$ cat config.mk
export PLATFORM = sky130hd
export DESIGN_NAME = nps_programmer
export DESIGN_NICKNAME = d
export VERILOG_FILES = /design/src/core/nps_pkg.sv /design/src/core/nps_programmer.sv /design/src/core/nps_phase_timer.sv
export SDC_FILE = /design/constraint.sdc
export NUM_CORES = 1
export LEC_CHECK = 0
export ABC_AREA = 1
export BUFFER_PORTS_ARGS = -buffer_cell sky130_fd_sc_hd__buf_2
export CAP_MARGIN = 20
export CORE_MARGIN = 1.5
export CORE_UTILIZATION = 35
export CTS_CLUSTER_SIZE = 14
export DETAILED_ROUTE_END_ITERATION = 8
export GPL_ROUTABILITY_DRIVEN = 0
export PLACE_DENSITY = 0.54
export SLEW_MARGIN = 5
export SYNTH_ARGS = -nofsm -noshare
export SYNTH_HDL_FRONTEND = slang
export SYNTH_HIERARCHICAL = 1
export SYNTH_SLANG_ARGS = --single-unit
$ cat constraint.sdc
create_clock -name core_clk -period 4.7 [get_ports core_clk]
set_input_delay 0.47 -clock core_clk [delete_from_list [all_inputs] [get_ports core_clk]]
set_output_delay 0.47 -clock core_clk [all_outputs]
set_load 0.01 [all_outputs]
$ cat src/core/nps_pkg.sv
// shared constants, types and command decoding for the page and section programmer
package nps_pkg;

	// ----------------------------------------------------------------
	// address map
	// ----------------------------------------------------------------
	localparam int          ADDR_W    = 24;
	localparam int          PAGE_BITS = 8;
	localparam logic [23:0] NVM_BASE  = 24'h0001C0;
	localparam logic [23:0] NVM_SPAN  = 24'h000040;
	localparam logic [23:0] CMD_OFS   = 24'h00000A;

	// ----------------------------------------------------------------
	// command codes
	// ----------------------------------------------------------------
	localparam logic [6:0] CMD_NOP        = 7'h00;
	localparam logic [6:0] CMD_APP_SEC_ER = 7'h20;
	localparam logic [6:0] CMD_APP_PG_ER  = 7'h22;
	localparam logic [6:0] CMD_APP_PG_WR  = 7'h24;
	localparam logic [6:0] CMD_APP_PG_EW  = 7'h25;
	localparam logic [6:0] CMD_BOOT_SEC_ER = 7'h68;
	localparam logic [6:0] CMD_BOOT_PG_ER = 7'h2A;
	localparam logic [6:0] CMD_BOOT_PG_WR = 7'h2C;
	localparam logic [6:0] CMD_BOOT_PG_EW = 7'h2D;
	localparam logic [6:0] CMD_USIG_ER    = 7'h18;
	localparam logic [6:0] CMD_USIG_WR    = 7'h1A;
	localparam logic [6:0] CMD_FUSE_WR    = 7'h4C;
	localparam logic [6:0] CMD_LOCK_WR    = 7'h08;
	localparam logic [6:0] CMD_EEP_SEC_ER = 7'h30;
	localparam logic [6:0] CMD_EEP_PG_ER  = 7'h32;
	localparam logic [6:0] CMD_EEP_PG_WR  = 7'h34;
	localparam logic [6:0] CMD_EEP_PG_EW  = 7'h35;

	// ----------------------------------------------------------------
	// lock field and timing
	// ----------------------------------------------------------------
	localparam logic [7:0]  LOCK_RW_MASK = 8'h03;
	localparam logic [15:0] ERASE_CYC    = 16'h0028;
	localparam logic [15:0] WRITE_CYC    = 16'h0028;
	localparam logic [6:0]  CMD_RST      = 7'h00;

	typedef enum logic [2:0]
	{
		SPACE_APP  = 3'h0,
		SPACE_BOOT = 3'h1,
		SPACE_USIG = 3'h2,
		SPACE_EEP  = 3'h3,
		SPACE_FUSE = 3'h4
	} nps_space_t;

	typedef struct packed
	{
		logic       valid;
		logic       erase;
		logic       write;
		logic       section;
		logic       fuse;
		nps_space_t space;
	} nps_cmd_t;

	typedef struct packed
	{
		logic                        erase;
		logic                        write;
		logic                        section;
		logic                        fuse;
		nps_space_t                  space;
		logic [ADDR_W-PAGE_BITS-1:0] page;
		logic [ADDR_W-1:0]           addr;
	} nps_op_t;

	function automatic nps_cmd_t nps_decode(input logic [6:0] code);
		nps_cmd_t d;
		d = '{valid: 1'b1, erase: 1'b0, write: 1'b0, section: 1'b0, fuse: 1'b0,
			space: SPACE_APP};
		case (code)
			CMD_APP_SEC_ER:  begin d.erase = 1'b1; d.section = 1'b1; end
			CMD_APP_PG_ER:   d.erase = 1'b1;
			CMD_APP_PG_WR:   d.write = 1'b1;
			CMD_APP_PG_EW:   begin d.erase = 1'b1; d.write = 1'b1; end
			CMD_BOOT_SEC_ER: begin d.erase = 1'b1; d.section = 1'b1; d.space = SPACE_BOOT; end
			CMD_BOOT_PG_ER:  begin d.erase = 1'b1; d.space = SPACE_BOOT; end
			CMD_BOOT_PG_WR:  begin d.write = 1'b1; d.space = SPACE_BOOT; end
			CMD_BOOT_PG_EW:  begin d.erase = 1'b1; d.write = 1'b1; d.space = SPACE_BOOT; end
			CMD_USIG_ER:     begin d.erase = 1'b1; d.space = SPACE_USIG; end
			CMD_USIG_WR:     begin d.write = 1'b1; d.space = SPACE_USIG; end
			CMD_EEP_SEC_ER:  begin d.erase = 1'b1; d.section = 1'b1; d.space = SPACE_EEP; end
			CMD_EEP_PG_ER:   begin d.erase = 1'b1; d.space = SPACE_EEP; end
			CMD_EEP_PG_WR:   begin d.write = 1'b1; d.space = SPACE_EEP; end
			CMD_EEP_PG_EW:   begin d.erase = 1'b1; d.write = 1'b1; d.space = SPACE_EEP; end
			CMD_FUSE_WR,
			CMD_LOCK_WR:     begin d.write = 1'b1; d.fuse = 1'b1; d.space = SPACE_FUSE; end
			default:         d.valid = 1'b0;
		endcase
		return d;
	endfunction : nps_decode

endpackage : nps_pkg

$ cat src/core/nps_programmer.sv
// page, section and fuse command sequencer driven by the program and debug link
//
// Contract
// - page erase command plus trigger write erases the addressed page of its space
// - page chosen from write address only; in-page offset bits are ignored
// - page write command copies the loaded page buffer into the addressed page
// - erase-and-write erases then programs the page, atomically, never interrupted
// - section erase command plus write inside the section erases the whole section
// - busy is set from trigger until the operation has completed
// - fuse or lock write may only move bits toward a more secure setting
// - the dedicated lock-bit write command is accepted as well
// - controller registers decoded at fixed base 0x01C0 of data space
// - seven-bit command; application page codes 0x22, 0x24, 0x25, write-triggered
// - reads of the memory blocked while page erase or write runs
// - with read and write lock set, all these commands are rejected
// - write-triggered commands start on a store through the link
`timescale 1ns/10ps
module nps_programmer
	import nps_pkg::*;
(
	input  wire logic              core_clk,
	input  wire logic              reset,
	input  wire logic              program_debug_link_wr_stb,
	input  wire logic [ADDR_W-1:0] program_debug_link_addr,
	input  wire logic [7:0]        program_debug_link_data,
	input  wire logic [7:0]        lock_bits,
	input  wire logic [7:0]        fuse_rd_data,
	output logic [6:0]             cmd_ff,
	output logic                   busy_ff,
	output logic                   read_block_ff,
	output nps_pkg::nps_op_t       op_ff,
	output logic                   erase_active_ff,
	output logic                   prog_active_ff,
	output logic [7:0]             fuse_wr_data_ff,
	output logic                   reject_ff
);
	import nps_pkg::*;

	// ----------------------------------------------------------------
	// decode of the incoming store
	// ----------------------------------------------------------------
	logic     in_regs;
	logic     cmd_wr;
	logic     trig;
	logic     locked;
	logic     accept;
	nps_cmd_t dec;
	logic     eng_erasing;
	logic     eng_writing;
	logic     eng_done;

	// registers live in one window at the base; everything else is memory space
	assign in_regs = (program_debug_link_addr >= NVM_BASE) &&
		(program_debug_link_addr < NVM_BASE + NVM_SPAN);
	assign cmd_wr  = program_debug_link_wr_stb && (program_debug_link_addr == NVM_BASE + CMD_OFS);
	assign trig    = program_debug_link_wr_stb && !in_regs;
	assign dec     = nps_decode(cmd_ff);
	// lock bits are programmed low; both low means read and write lock
	assign locked  = (lock_bits & LOCK_RW_MASK) == 8'h00;
	// a second trigger while busy would corrupt the running page, so drop it
	assign accept  = trig && dec.valid && !locked && !busy_ff;

	// ----------------------------------------------------------------
	// command field
	// ----------------------------------------------------------------
	always_ff @(posedge core_clk)
	begin
		if (reset)
			cmd_ff <= CMD_RST;
		else if (cmd_wr)
			cmd_ff <= program_debug_link_data[6:0];
	end

	// ----------------------------------------------------------------
	// operation capture
	// ----------------------------------------------------------------
	always_ff @(posedge core_clk)
	begin
		if (reset)
		begin
			op_ff <= '{erase: 1'b0, write: 1'b0, section: 1'b0, fuse: 1'b0,
				space: SPACE_APP, page: '0, addr: '0};
		end
		else if (accept)
		begin
			op_ff.erase   <= dec.erase;
			op_ff.write   <= dec.write;
			op_ff.section <= dec.section;
			op_ff.fuse    <= dec.fuse;
			op_ff.space   <= dec.space;
			op_ff.page    <= program_debug_link_addr[ADDR_W-1:PAGE_BITS];
			op_ff.addr    <= program_debug_link_addr;
		end
	end

	// fuses move only toward programmed (zero) bits
	always_ff @(posedge core_clk)
	begin
		if (reset)
			fuse_wr_data_ff <= 8'hFF;
		else if (accept && dec.fuse)
			fuse_wr_data_ff <= fuse_rd_data & program_debug_link_data;
	end

	// ----------------------------------------------------------------
	// busy, read block and reject
	// ----------------------------------------------------------------
	always_ff @(posedge core_clk)
	begin
		if (reset)
			busy_ff <= 1'b0;
		else if (accept)
			busy_ff <= 1'b1;
		else if (eng_done)
			busy_ff <= 1'b0;
	end

	always_ff @(posedge core_clk)
	begin
		if (reset)
			read_block_ff <= 1'b0;
		else if (accept && !dec.fuse)
			read_block_ff <= 1'b1;
		else if (eng_done)
			read_block_ff <= 1'b0;
	end

	always_ff @(posedge core_clk)
	begin
		if (reset)
			reject_ff <= 1'b0;
		else
			reject_ff <= trig && dec.valid && locked && !busy_ff;
	end

	always_ff @(posedge core_clk)
	begin
		if (reset)
		begin
			erase_active_ff <= 1'b0;
			prog_active_ff  <= 1'b0;
		end
		else
		begin
			erase_active_ff <= eng_erasing;
			prog_active_ff  <= eng_writing;
		end
	end

	// ----------------------------------------------------------------
	// phase engine
	// ----------------------------------------------------------------
	nps_phase_timer u_timer
	(
		.core_clk   (core_clk),
		.reset      (reset),
		.start      (accept),
		.do_erase   (dec.erase),
		.do_write   (dec.write),
		.erasing_ff (eng_erasing),
		.writing_ff (eng_writing),
		.done_ff    (eng_done)
	);
endmodule : nps_programmer

$ cat src/core/nps_phase_timer.sv
// erase and program phase sequencer with fixed phase lengths
`timescale 1ns/10ps
module nps_phase_timer
	import nps_pkg::*;
(
	input  wire logic core_clk,
	input  wire logic reset,
	input  wire logic start,
	input  wire logic do_erase,
	input  wire logic do_write,
	output logic      erasing_ff,
	output logic      writing_ff,
	output logic      done_ff
);

	typedef enum logic [2:0]
	{
		ST_IDLE  = 3'b001,
		ST_ERASE = 3'b010,
		ST_WRITE = 3'b100
	} nps_phase_t;

	nps_phase_t  state_ff;
	logic [15:0] cnt_ff;
	logic        want_write_ff;

	// ----------------------------------------------------------------
	// phase walk; no abort input, so erase-then-write cannot be split
	// ----------------------------------------------------------------
	always_ff @(posedge core_clk)
	begin
		if (reset)
		begin
			state_ff      <= ST_IDLE;
			cnt_ff        <= 16'h0000;
			want_write_ff <= 1'b0;
			done_ff       <= 1'b0;
		end
		else
		begin
			done_ff <= 1'b0;
			case (state_ff)
				ST_IDLE:
				begin
					if (start)
					begin
						want_write_ff <= do_write;
						state_ff      <= do_erase ? ST_ERASE : ST_WRITE;
						cnt_ff        <= do_erase ? ERASE_CYC - 16'h0001 : WRITE_CYC - 16'h0001;
					end
				end
				ST_ERASE:
				begin
					if (cnt_ff != 16'h0000)
						cnt_ff <= cnt_ff - 16'h0001;
					else if (want_write_ff)
					begin
						state_ff <= ST_WRITE;
						cnt_ff   <= WRITE_CYC - 16'h0001;
					end
					else
					begin
						state_ff <= ST_IDLE;
						done_ff  <= 1'b1;
					end
				end
				ST_WRITE:
				begin
					if (cnt_ff != 16'h0000)
						cnt_ff <= cnt_ff - 16'h0001;
					else
					begin
						state_ff <= ST_IDLE;
						done_ff  <= 1'b1;
					end
				end
				default: state_ff <= ST_IDLE;
			endcase
		end
	end

	always_ff @(posedge core_clk)
	begin
		if (reset)
		begin
			erasing_ff <= 1'b0;
			writing_ff <= 1'b0;
		end
		else
		begin
			erasing_ff <= (state_ff == ST_IDLE && start && do_erase) ||
				(state_ff == ST_ERASE && (cnt_ff != 16'h0000));
			writing_ff <= (state_ff == ST_IDLE && start && !do_erase) ||
				(state_ff == ST_ERASE && cnt_ff == 16'h0000 && want_write_ff) ||
				(state_ff == ST_WRITE && (cnt_ff != 16'h0000));
		end
	end

endmodule : nps_phase_timer

* Word-level counts from Yosys, hierarchy flattened
Cells that the tools add are included.
Cells by class: add/subtract/negate cells 1, $lt $le $gt $ge 2, equality and inequality tests 25, muxes and demuxes 24, bitwise gates (word level) 1, reduce and logical (&&, ||, !) cells 42
Operators with widths (number):
- $eq A7 B6 Y1 const B | 11
- $mux W16 | 4
- $pmux W16 S3 | 1
- $eq A24 B9 Y1 const B | 1
- $ge A24 B9 Y1 const B | 1
- $lt A24 B10 Y1 const B | 1
- $logic_and A1 B1 Y1 | 17
- $logic_not A16 Y1 | 1
- $reduce_bool A16 Y1 | 1
- $reduce_or A16 Y1 | 1
- $sub A16 B1 Y16 const B | 1
- $mux W3 | 5
- $eq A7 B5 Y1 const B | 2
- $eq A7 B7 Y1 const B | 2
- $pmux W3 S4 | 1
- $mux W1 | 11
- $reduce_or A10 Y1 | 1
- $pmux W3 S3 | 1
- $reduce_or A9 Y1 | 1
- $and A8 B8 Y8 | 1
- $logic_not A8 Y1 | 1
- $reduce_or A4 Y1 | 2
- $eq A7 B4 Y1 const B | 1
- $ne A2 B2 Y1 const B | 3
- other kinds (15) | 23
Storage, ports and cells: register bits 90, output and inout port bits 67, logic and storage cells 115

* Longest topological paths before layout
Gate-level depths: netlist of the first run.
depth in word-level cells 11, depth in mapped cells 19

* Modules after synthesis
Netlist of the first run, hierarchy kept.
By module, submodules not included:
- nps_programmer | times used 1, cells an instance 416, area each 2616.3 µm², sequential area each 1021.0 µm²
- nps_phase_timer | times used 1, cells an instance 223, area each 1462.7 µm², sequential area each 460.4 µm²

* Worst setup path before layout of the first run
No wires, ideal clock.
kind register -> register, from register cmd_ff[6], to register u_timer.cnt_ff[13], arrival 2023 ps, required time 4590 ps, setup slack 2568 ps, cell stages (with the launch flop) 20, buffers on the path 2, clock period less this slack 2132 ps, cell sequence dfxtp_1 -> inv_2 -> nand2_1 -> nor2_2 -> nand2_1 -> nand2_1 -> nor2_1 -> nand3_2 -> nand3_4 -> buf_4 -> inv_1 -> inv_1 -> nand3_1 -> nand2_2 -> inv_2 -> buf_6 -> nand3_1 -> nand2_1 -> inv_1 -> nor2_2
Between the ends: word-level cells in the longest chain between the ends 8
Ends and longest elaborated chain:
- from (decl) | line nps_programmer.sv:28 | output logic [6:0] cmd_ff,
- from (signal assigned) | line nps_programmer.sv:71 | cmd_ff <= program_debug_link_data[6:0];
- $eq A7 B7 Y1 (tied with other cells) | line nps_pkg.sv:76 | case (code)
- $reduce_or A16 Y1 (no line) (*)
- $mux W1 (*) | line nps_pkg.sv:76
- $logic_and A1 B1 Y1 (*) (3 in series) | line nps_programmer.sv:61 | assign accept = trig && dec.valid && !locked && !busy_ff;
- via accept | line nps_programmer.sv:46 | logic accept;
- $ne A2 B2 Y1 (no line) (*)
- $reduce_and A4 Y1 (no line) (*)
- to (signal assigned) | line nps_phase_timer.sv:49 | cnt_ff <= do_erase ? ERASE_CYC - 16'h0001 : WRITE_CYC - 16'h0001;
- to (signal assigned) | line nps_phase_timer.sv:55 | cnt_ff <= cnt_ff - 16'h0001;
- to (signal assigned) | line nps_phase_timer.sv:59 | cnt_ff <= WRITE_CYC - 16'h0001;
- to (decl) | line nps_phase_timer.sv:24 | logic [15:0] cnt_ff;
The timed path passes the listed nets; every way through them passes the cells marked *. A chain may end at the register's enable or synchronous reset.

* Worst setup path after layout of the first run
from register cmd_ff[4], to register u_timer.cnt_ff[3]
The elaborated chain is that of the path after synthesis.

==> results.md, run 1 <==
* Vias at approximately 4000
* Max Slew Vio Count at 0
* Reg power frac at a little under half
* Total CTS buffers at 9
* Crit path cell chain: nand2_1 > nor2_2 > nand2_1 > nand3_1 > nor2_1 > nand3_2 > nand3_4 > inv_1 > inv_1 > nand3_1 > nand2_2 > inv_2 > nand2_1 > nand2_1 > a21oi_1
* Final Hold Vio Count at 0
* Endpoint type of the worst setup path: register
* CP max stage cell: nand3_4
* Pint at between 1000 and 1500 uW
* Num Clock Sinks at 74
* Initial core utilization at a little over a third
* Post_cts resized at 0
* Worst Path Max Fanout at 62
* I/O Pins at around 120
* Net switching power at 310 uW
* Hold Buf Count CTS at 0
* Clock-pin slew on the worst setup and hold paths at 0.06 ns
* Launch point of the worst path: cmd_ff[4]
* Total GRT Usage at about 17%
* Root Driver: clkbuf_16
* Setup TNS at 0 ns
* Die area at 12300 um^2
* Reg2Reg Setup Slack at around 1.9 ns
* Port bufs at 111
* EDFF count, synth at 0
* Synthesized area at just over 4000 um^2
* Minimum clock period at ~2.8 ns
* Clock power share at roughly 50%
* Sw Ratio at a little under a quarter
* Nets at 785
* H-Tree Depth at 3
* Cells after Synth at 639
* CTS tree: yes
* Vias per cell at 4.56
* RSZ-0062 raised after global routing: no
* Die Span Y at between 100 and 150 um
* Crit path DAT at roughly 3.0 ns
* Syn Area/Cell at 6.38 um^2
* Synth async-reset ratio at 0%
* Die W at between 100 and 150 um
* Final ANT Viol Nets at 0
* Number of synthesized register bits at 74
* Relative slew margins at 56.2%
* Fmax at roughly 360 MHz
* First-pass GRT wire length at roughly 17 mm
* GRT overflow at 0
* Crit path launch type: register
* First DRT Iteration DRCs at 224
* Status: completed
* Core Rows at 39
* Hold Path Class: in2reg
* CP Data Required Time at approximately 4.9 ns
* Slew of the pin with the lowest slew margin at 0.658 ns
* Post-synth cell types at 39
* Leading register cell type out of synthesis: dfxtp_1
* Drt first pass iters at 4
* Routed len/inst at approximately 11 um
* Final WL at between 10 and 15 mm
* Fill cell count at 1193
* Worst Path Buf+Inv at 3
* Initial antenna violation count at 0
* P_leak at roughly 0.0027 uW
* Crit path max-delay family: simple AND/OR/NAND/NOR gates
* Residual DRC count at 0
* Peak supply drop at approximately 0.20 mV
* Inserted Diodes at 0
* Hold Crit Start: program_debug_link_addr[15]
* CP max stage delay at ~0.50 ns
* Final setup viols at 0
* P per Cell Area at between 200 and 300 nW/um^2
* Area after DPL at between 4000 and 5000 um^2
* Setup bufs post-CTS at 0
* Sequential-to-total area share from yosys stat at 36.3%
* Most common cell after layout, fill and taps aside: nand2_1
* Largest net degree at the start of global routing at 63
* Max-cap violations at 0
* FF-to-FF Start: cmd_ff[4]
* Final Cycle Share at approximately 60%
* Placeable Area at about 11000 um^2
* Longest Clk Path Bufs at 2
* Syn_nets at approximately 690
* Detailed placement HPWL at 7.42 mm
* Synth Warn # at 6
* Fraction of layout cells with a size suffix above 1 at ~22%
* Most frequent cells in the layout: nand2_1 (170), nor2_1 (137), buf_2 (111)
* Worst-skew pair later-pin latency at between 0.3 and 0.4 ns
* Final Cell Area at about 4900 um^2
* Skew final at ~0.0060 ns
* Most frequent CP cell: nand2_1
* Vias in the first global route at ~3700
* Comb pwr share at 3.6%
* Syn-to-layout area delta at 20.3%
* Kind of critical path: reg2reg
[cells in the mapped netlist, drive strengths merged, types with 3 or more instances]
cell,n,area [um^2]
dfxtp,74,1480
nand2,178,703
or2,3,18.8
nand4,20,131
buf,25,195
inv,96,360
nor3,8,51.3
nand3,38,243
clkbuf,6,22.5
a21oi,17,100
o21ai,14,73.8
nor2,146,586
[flip-flops by register name (all words and copies together), names as in the netlist, 3 cells and up]
register,flops
fuse_wr_data_ff,8
cmd_ff,7
op_ff,31
u_timer/cnt_ff,16
u_timer/state_ff,3
[worst paths after layout]
path,to,cells after the start
setup reg to reg,u_timer/cnt_ff[3],15
setup / recovery,u_timer/cnt_ff[3],15
hold reg to reg,prog_active_ff,2
hold / removal,op_ff[31],3
[worst register-to-register path, stage by stage, from the launching register on]
cell and delay [ns]:
dfxtp_1 0.45, nand2_1 0.13, nor2_2 0.17, nand2_1 0.13, nand3_1 0.10, nor2_1 0.05, nand3_2 0.11, nand3_4 0.50
inv_1 0.18, inv_1 0.07, nand3_1 0.12, nand2_2 0.10, inv_2 0.21, nand2_1 0.19, nand2_1 0.10, a21oi_1 0.06
[routing by layer]
layer | share of wire (%) | GRT usage [%]
met1 | 47 | 19.6
met3 | 4.2 | 4.59
met5 | 0 | 0
met4 | 2.1 | 6.50
met2 | 47 | 28.3
[cell families (layout without fill, tap and decap cells)]
kind of cell	after synthesis	count (layout)	synth area share (%)
and+or+nand+nor	397	397	43.1
adders and majority gates	2	2	0.613
AOI/OAI and AO/OA	35	35	5.03
xor gates and xnor gates	3	3	0.644
DFF	74	74	36.3
buffers and inverters	128	226	14.3
[layout make-up]
cell class	instances	area (um^2)	area share (%)
Timing Repair Buffer	113	571	11.6
Sequential cell	74	1480	30.2
Tap cell	143	179	3.65
Multi-Input combinational cell	437	2020	41.1
Clock buffer	10	229	4.67
Clock inverter	6	66.3	1.35
Inverter	97	364	7.42
[through the flow]
stage	hold WS [ns]	setup WS (ns)	instances	total power (uW)	util, %
floorplan	0.388	2.57	639	661	-
global placement	0.396	1.73	864	691	40.6
detailed placement	0.404	1.69	864	691	40.6
CTS	0.360	1.88	880	1390	43.1
global route	0.372	1.56	880	1420	43.1
finish	0.365	1.90	880	1370	43.1
[power groups by stage]
stage | combinational, uW | clock [uW] | sequential [uW]
floorplan | 19.9 | 0 | 641
global placement | 49.9 | 0 | 641
detailed placement | 50.4 | 0 | 641
CTS | 50.6 | 709 | 627
global route | 56.0 | 735 | 627
finish | 50.0 | 692 | 627
Power figures use the tool's default switching activity.
==> run 2, diff against run 1 <==
ABC_AREA = 0   (was 1)
PLACE_DENSITY = 0.56   (was 0.54)
clock period = 2.3 ns   (was 4.7 ns; I/O delays follow)
==> run 2 against run 1 <==
Effect of this change: the run now ends with setup timing left; total power up 110%; global-route usage rose by 2.3 points; clock skew rose by 0.0012 ns; sequential power up 100%; largest cell class unchanged; largest power group unchanged.
==> results.md, run 2 <==
* Status: finished, violations left
* Failing checks: setup timing
* Net switching power at 629 uW (+100%)
* Initial core utilization at 36.2% (+0.28 points)
* Final ANT Viol Nets at 0 (unchanged)
* Area after DPL at 5020 um^2 (+8.9%)
* Sw Ratio at 21.5% (-1.2 points)
* First DRT Iteration DRCs at 146 (-35%)
* Most frequent CP cell: o31ai_4
* Syn-to-layout area delta at 38.8%
* Total CTS buffers at 9 (unchanged)
* Post-synthesis mux area share at 9.11% (+9.1 points)
* Minimum clock period at 2.69 ns (-0.106 ns)
* First-pass GRT wire length at 17.5 mm (+5.0%)
* Peak supply drop at 0.271 mV (+37%)
* Synth Area in Adders at 0.633% (+0.019 points)
* Max-cap violations at 0 (unchanged)
* Reg power frac at 43.6% (-2.2 points)
* Cells after Synth at 433 (-32%)
* P_leak at 0.00238 uW (-13%)
* Relative slew margins at 57.9% (+1.7 points)
* Nets at 642 (-18%)
* Largest family of logic cells by synthesized area: simple AND/OR/NAND/NOR gates
* Longest Clk Path Bufs at 2 (unchanged)
* Hold EP: fuse_wr_data_ff[3]
* Biggest register: op_ff
* Vias at 3784 (-5.7%)
* Detailed placement HPWL at 7.87 mm (+6.0%)
* Max Slew Vio Count at 0 (unchanged)
* Clock-pin slew on the worst setup and hold paths at 0.06 ns (about the same)
* Skew final at 0.00720 ns (+0.00121 ns)
* Crit path DAT at 2.96 ns (-0.05 ns)
* Leading register cell type out of synthesis: dfxtp_1
* Final WL at 10.9 mm (+9.3%)
* GRT overflow at 0 (unchanged)
* Reg2Reg Setup Slack at -0.39 ns (-2.29 ns)
* Max FFs per register at 31 (unchanged)
* RR Endpoint: u_timer/cnt_ff[12]
* Synth Area in Compound Gates at 16.4% (+11 points)
* Hold Crit Start: fuse_rd_data[3]
* Core Rows at 38 (-2.6%)
* Die W at 109 um (-1.5%)
* Comb pwr share at 4.6% (+1.0 points)
* Worst hold stages at 2 (-1)
* Largest registers: op_ff (31), u_timer/cnt_ff (16), fuse_wr_data_ff (8)
* H-Tree Depth at 3 (unchanged)
* Die Span Y at 109 um (-1.5%)
* Final Cycle Share at 117% (+58 points)
* P per Cell Area at 535 nW/um^2 (+92%)
* Drt first pass iters at 4 (unchanged)
* Placeable Area at 10900 um^2 (-3.8%)
* RSZ-0062 raised after global routing: yes
* Synth async-reset ratio at 0% (unchanged)
* Crit path launch type: register
* Total GRT Usage at 18.8% (+2.3 points)
* Top-count cell post-synth: dfxtp_1
* Setup TNS at -6.08 ns (-6.08 ns)
* Clock power share at 51.9% (+1.3 points)
* Slack of the critical path at -0.395 ns (-2.29 ns)
* Fmax at 371 MHz (+3.9%)
* Slew of the pin with the lowest slew margin at 0.629 ns (-0.0283 ns)
* Crit path cell chain: or3b_4 > a2111o_1 > o31ai_4 > o31ai_4 > inv_4 > or4b_4 > nand2_2 > or4_4 > or4_1 > a21oi_1
* Worst Path Max Fanout at 7 (-89%)
* Port bufs at 111 (unchanged)
* Post-synthesis xor/xnor area fraction at 0.886% (+0.24 points)
* Largest net degree at the start of global routing at 35 (-44%)
* Hold Path Class: in2reg
* Final setup viols at 20 (+20)
* Num Clock Sinks at 74 (unchanged)
* Cell taking the most area after synthesis: dfxtp_1
* Synth cell count leaders: dfxtp_1 (74), nand2b_1 (62), mux2i_1 (36)
* Final Hold Vio Count at 0 (unchanged)
* Die area at 11900 um^2 (-3.0%)
* CP Data Required Time at 2.57 ns (-2.34 ns)
* Synthesized area at 3950 um^2 (-3.1%)
* EDFF count, synth at 0 (unchanged)
* Initial antenna violation count at 0 (unchanged)
* Pint at 2300 uW (+120%)
* Cells on worst reg2reg path at 10 (-5)
* Number of synthesized register bits at 74 (unchanged)
* Launch point of the worst path: cmd_ff[4]
* Most common cell after layout, fill and taps aside: buf_2
* Vias in the first global route at 3675 (-0.89%)
* Syn_nets at 486 (-30%)
* Sequential-to-total area share from yosys stat at 37.5% (+1.1 points)
* Synth Warn # at 6 (unchanged)
* Kind of critical path: reg2reg
* Setup Slack @ Placement at -0.448 ns (-2.14 ns)
* Synth top area share at 37.5% (+1.1 points)
* Endpoint type of the worst setup path: register
* Simple-gate share of the synthesized area at 28.2% (-15 points)
* I/O Pins at 118 (unchanged)
* Syn Area/Cell at 9.13 um^2 (+43%)
* Routed len/inst at 14.9 um (+31%)
* CTS tree: yes
* Fraction of layout cells with a size suffix above 1 at 41.1% (+19 points)
* Inserted Diodes at 0 (unchanged)
* Root Driver: clkbuf_16
* CP max stage delay at 0.47 ns (-0.03 ns)
* Most frequent cells in the layout: buf_2 (111), buf_4 (70), dfxtp_1 (68)
* Vias per cell at 5.16 (+13%)
* Post-synth cell types at 65 (+67%)
* CP max stage cell: or4_1
* FF-to-FF Start: cmd_ff[4]
* Final Cell Area at 5490 um^2 (+12%)
* Worst-skew pair later-pin latency at 0.34 ns (about the same)
* Residual DRC count at 0 (unchanged)
* Synth top area cells: dfxtp_1 (37%), nand2b_1 (9.8%), mux2i_1 (9.1%)
-- run 2: how the worst max path moves through the flow --
stage,endpoint,slack (ns),cells past startpoint
after floorplan,u_timer/cnt_ff[12],-0.86,12
after global placement,u_timer/cnt_ff[12],-0.44,10
after detailed placement,u_timer/cnt_ff[12],-0.45,10
after CTS,u_timer/cnt_ff[12],-0.38,10
after global routing,u_timer/cnt_ff[7],-0.47,9
final,u_timer/cnt_ff[12],-0.39,10
-- run 2: through the flow --
| stage | instances | utilization (%) | power (uW) | hold slack [ns] |
|---|---|---|---|---|
| CTS | 732 | 49.6 | 2960 | 0.130 |
| detailed placement | 711 | 45.9 | 1440 | 0.424 |
| floorplan | 433 | - | 1370 | 0.359 |
| finish | 734 | 50.2 | 2930 | 0.134 |
| global placement | 711 | 45.9 | 1440 | 0.430 |
| global route | 734 | 50.2 | 3040 | 0.137 |
-- run 2: routing by layer --
metal  track usage, %  part of all wire (%)  vias up
met5                0                     0        -
met4             9.37                   1.9        0
met3             2.93                   5.1       19
met2             31.1                    46      128
met1             23.7                    47     1753
li1                 -                     -     1884
-- run 2: logic make-up (layout without fill, tap and decap cells) --
kind of cell	after synthesis	after routing
compound gates	90	93
fa+ha+maj	2	2
xor+xnor	4	4
flops	74	74
buf+inv	50	208
simple gates	177	177
mux	36	36
-- run 2: layout make-up --
class | count | area [um^2]
Fill cell | 1041 | 5450
Multi-Input combinational cell | 312 | 2360
Sequential cell | 74 | 1500
Timing Repair Buffer | 183 | 1100
Clock buffer | 10 | 229
Tap cell | 140 | 175
Clock inverter | 6 | 88.8
Inverter | 9 | 36.3
-- run 2: what timing repair did --
action,4_1_cts,5_1_grt
buffers inserted,4,1
gates resized for setup,8,7
pin swaps,9,3
gates cloned,2,1
endpoints found under the setup margin,22,22
hold buffers,0,0
-- run 2: critical path: cells and delay by family, from the launching register on --
family / cells / cell delay (ns)
AND/OR/NAND/NOR: 5 / 1.48
buffers and inverters: 1 / 0.06
flip-flops: 1 / 0.34
AO/OA/AOI/OAI: 4 / 0.75
-- run 2: power by group through the flow --
| stage | Clock (uW) | Combinational [uW] | Sequential, uW |
|---|---|---|---|
| after global routing | 1610 | 148 | 1280 |
| after detailed placement | 0 | 134 | 1310 |
| after floorplan | 0 | 57.9 | 1310 |
| after global placement | 0 | 132 | 1310 |
| final | 1520 | 135 | 1280 |
| after CTS | 1550 | 136 | 1280 |
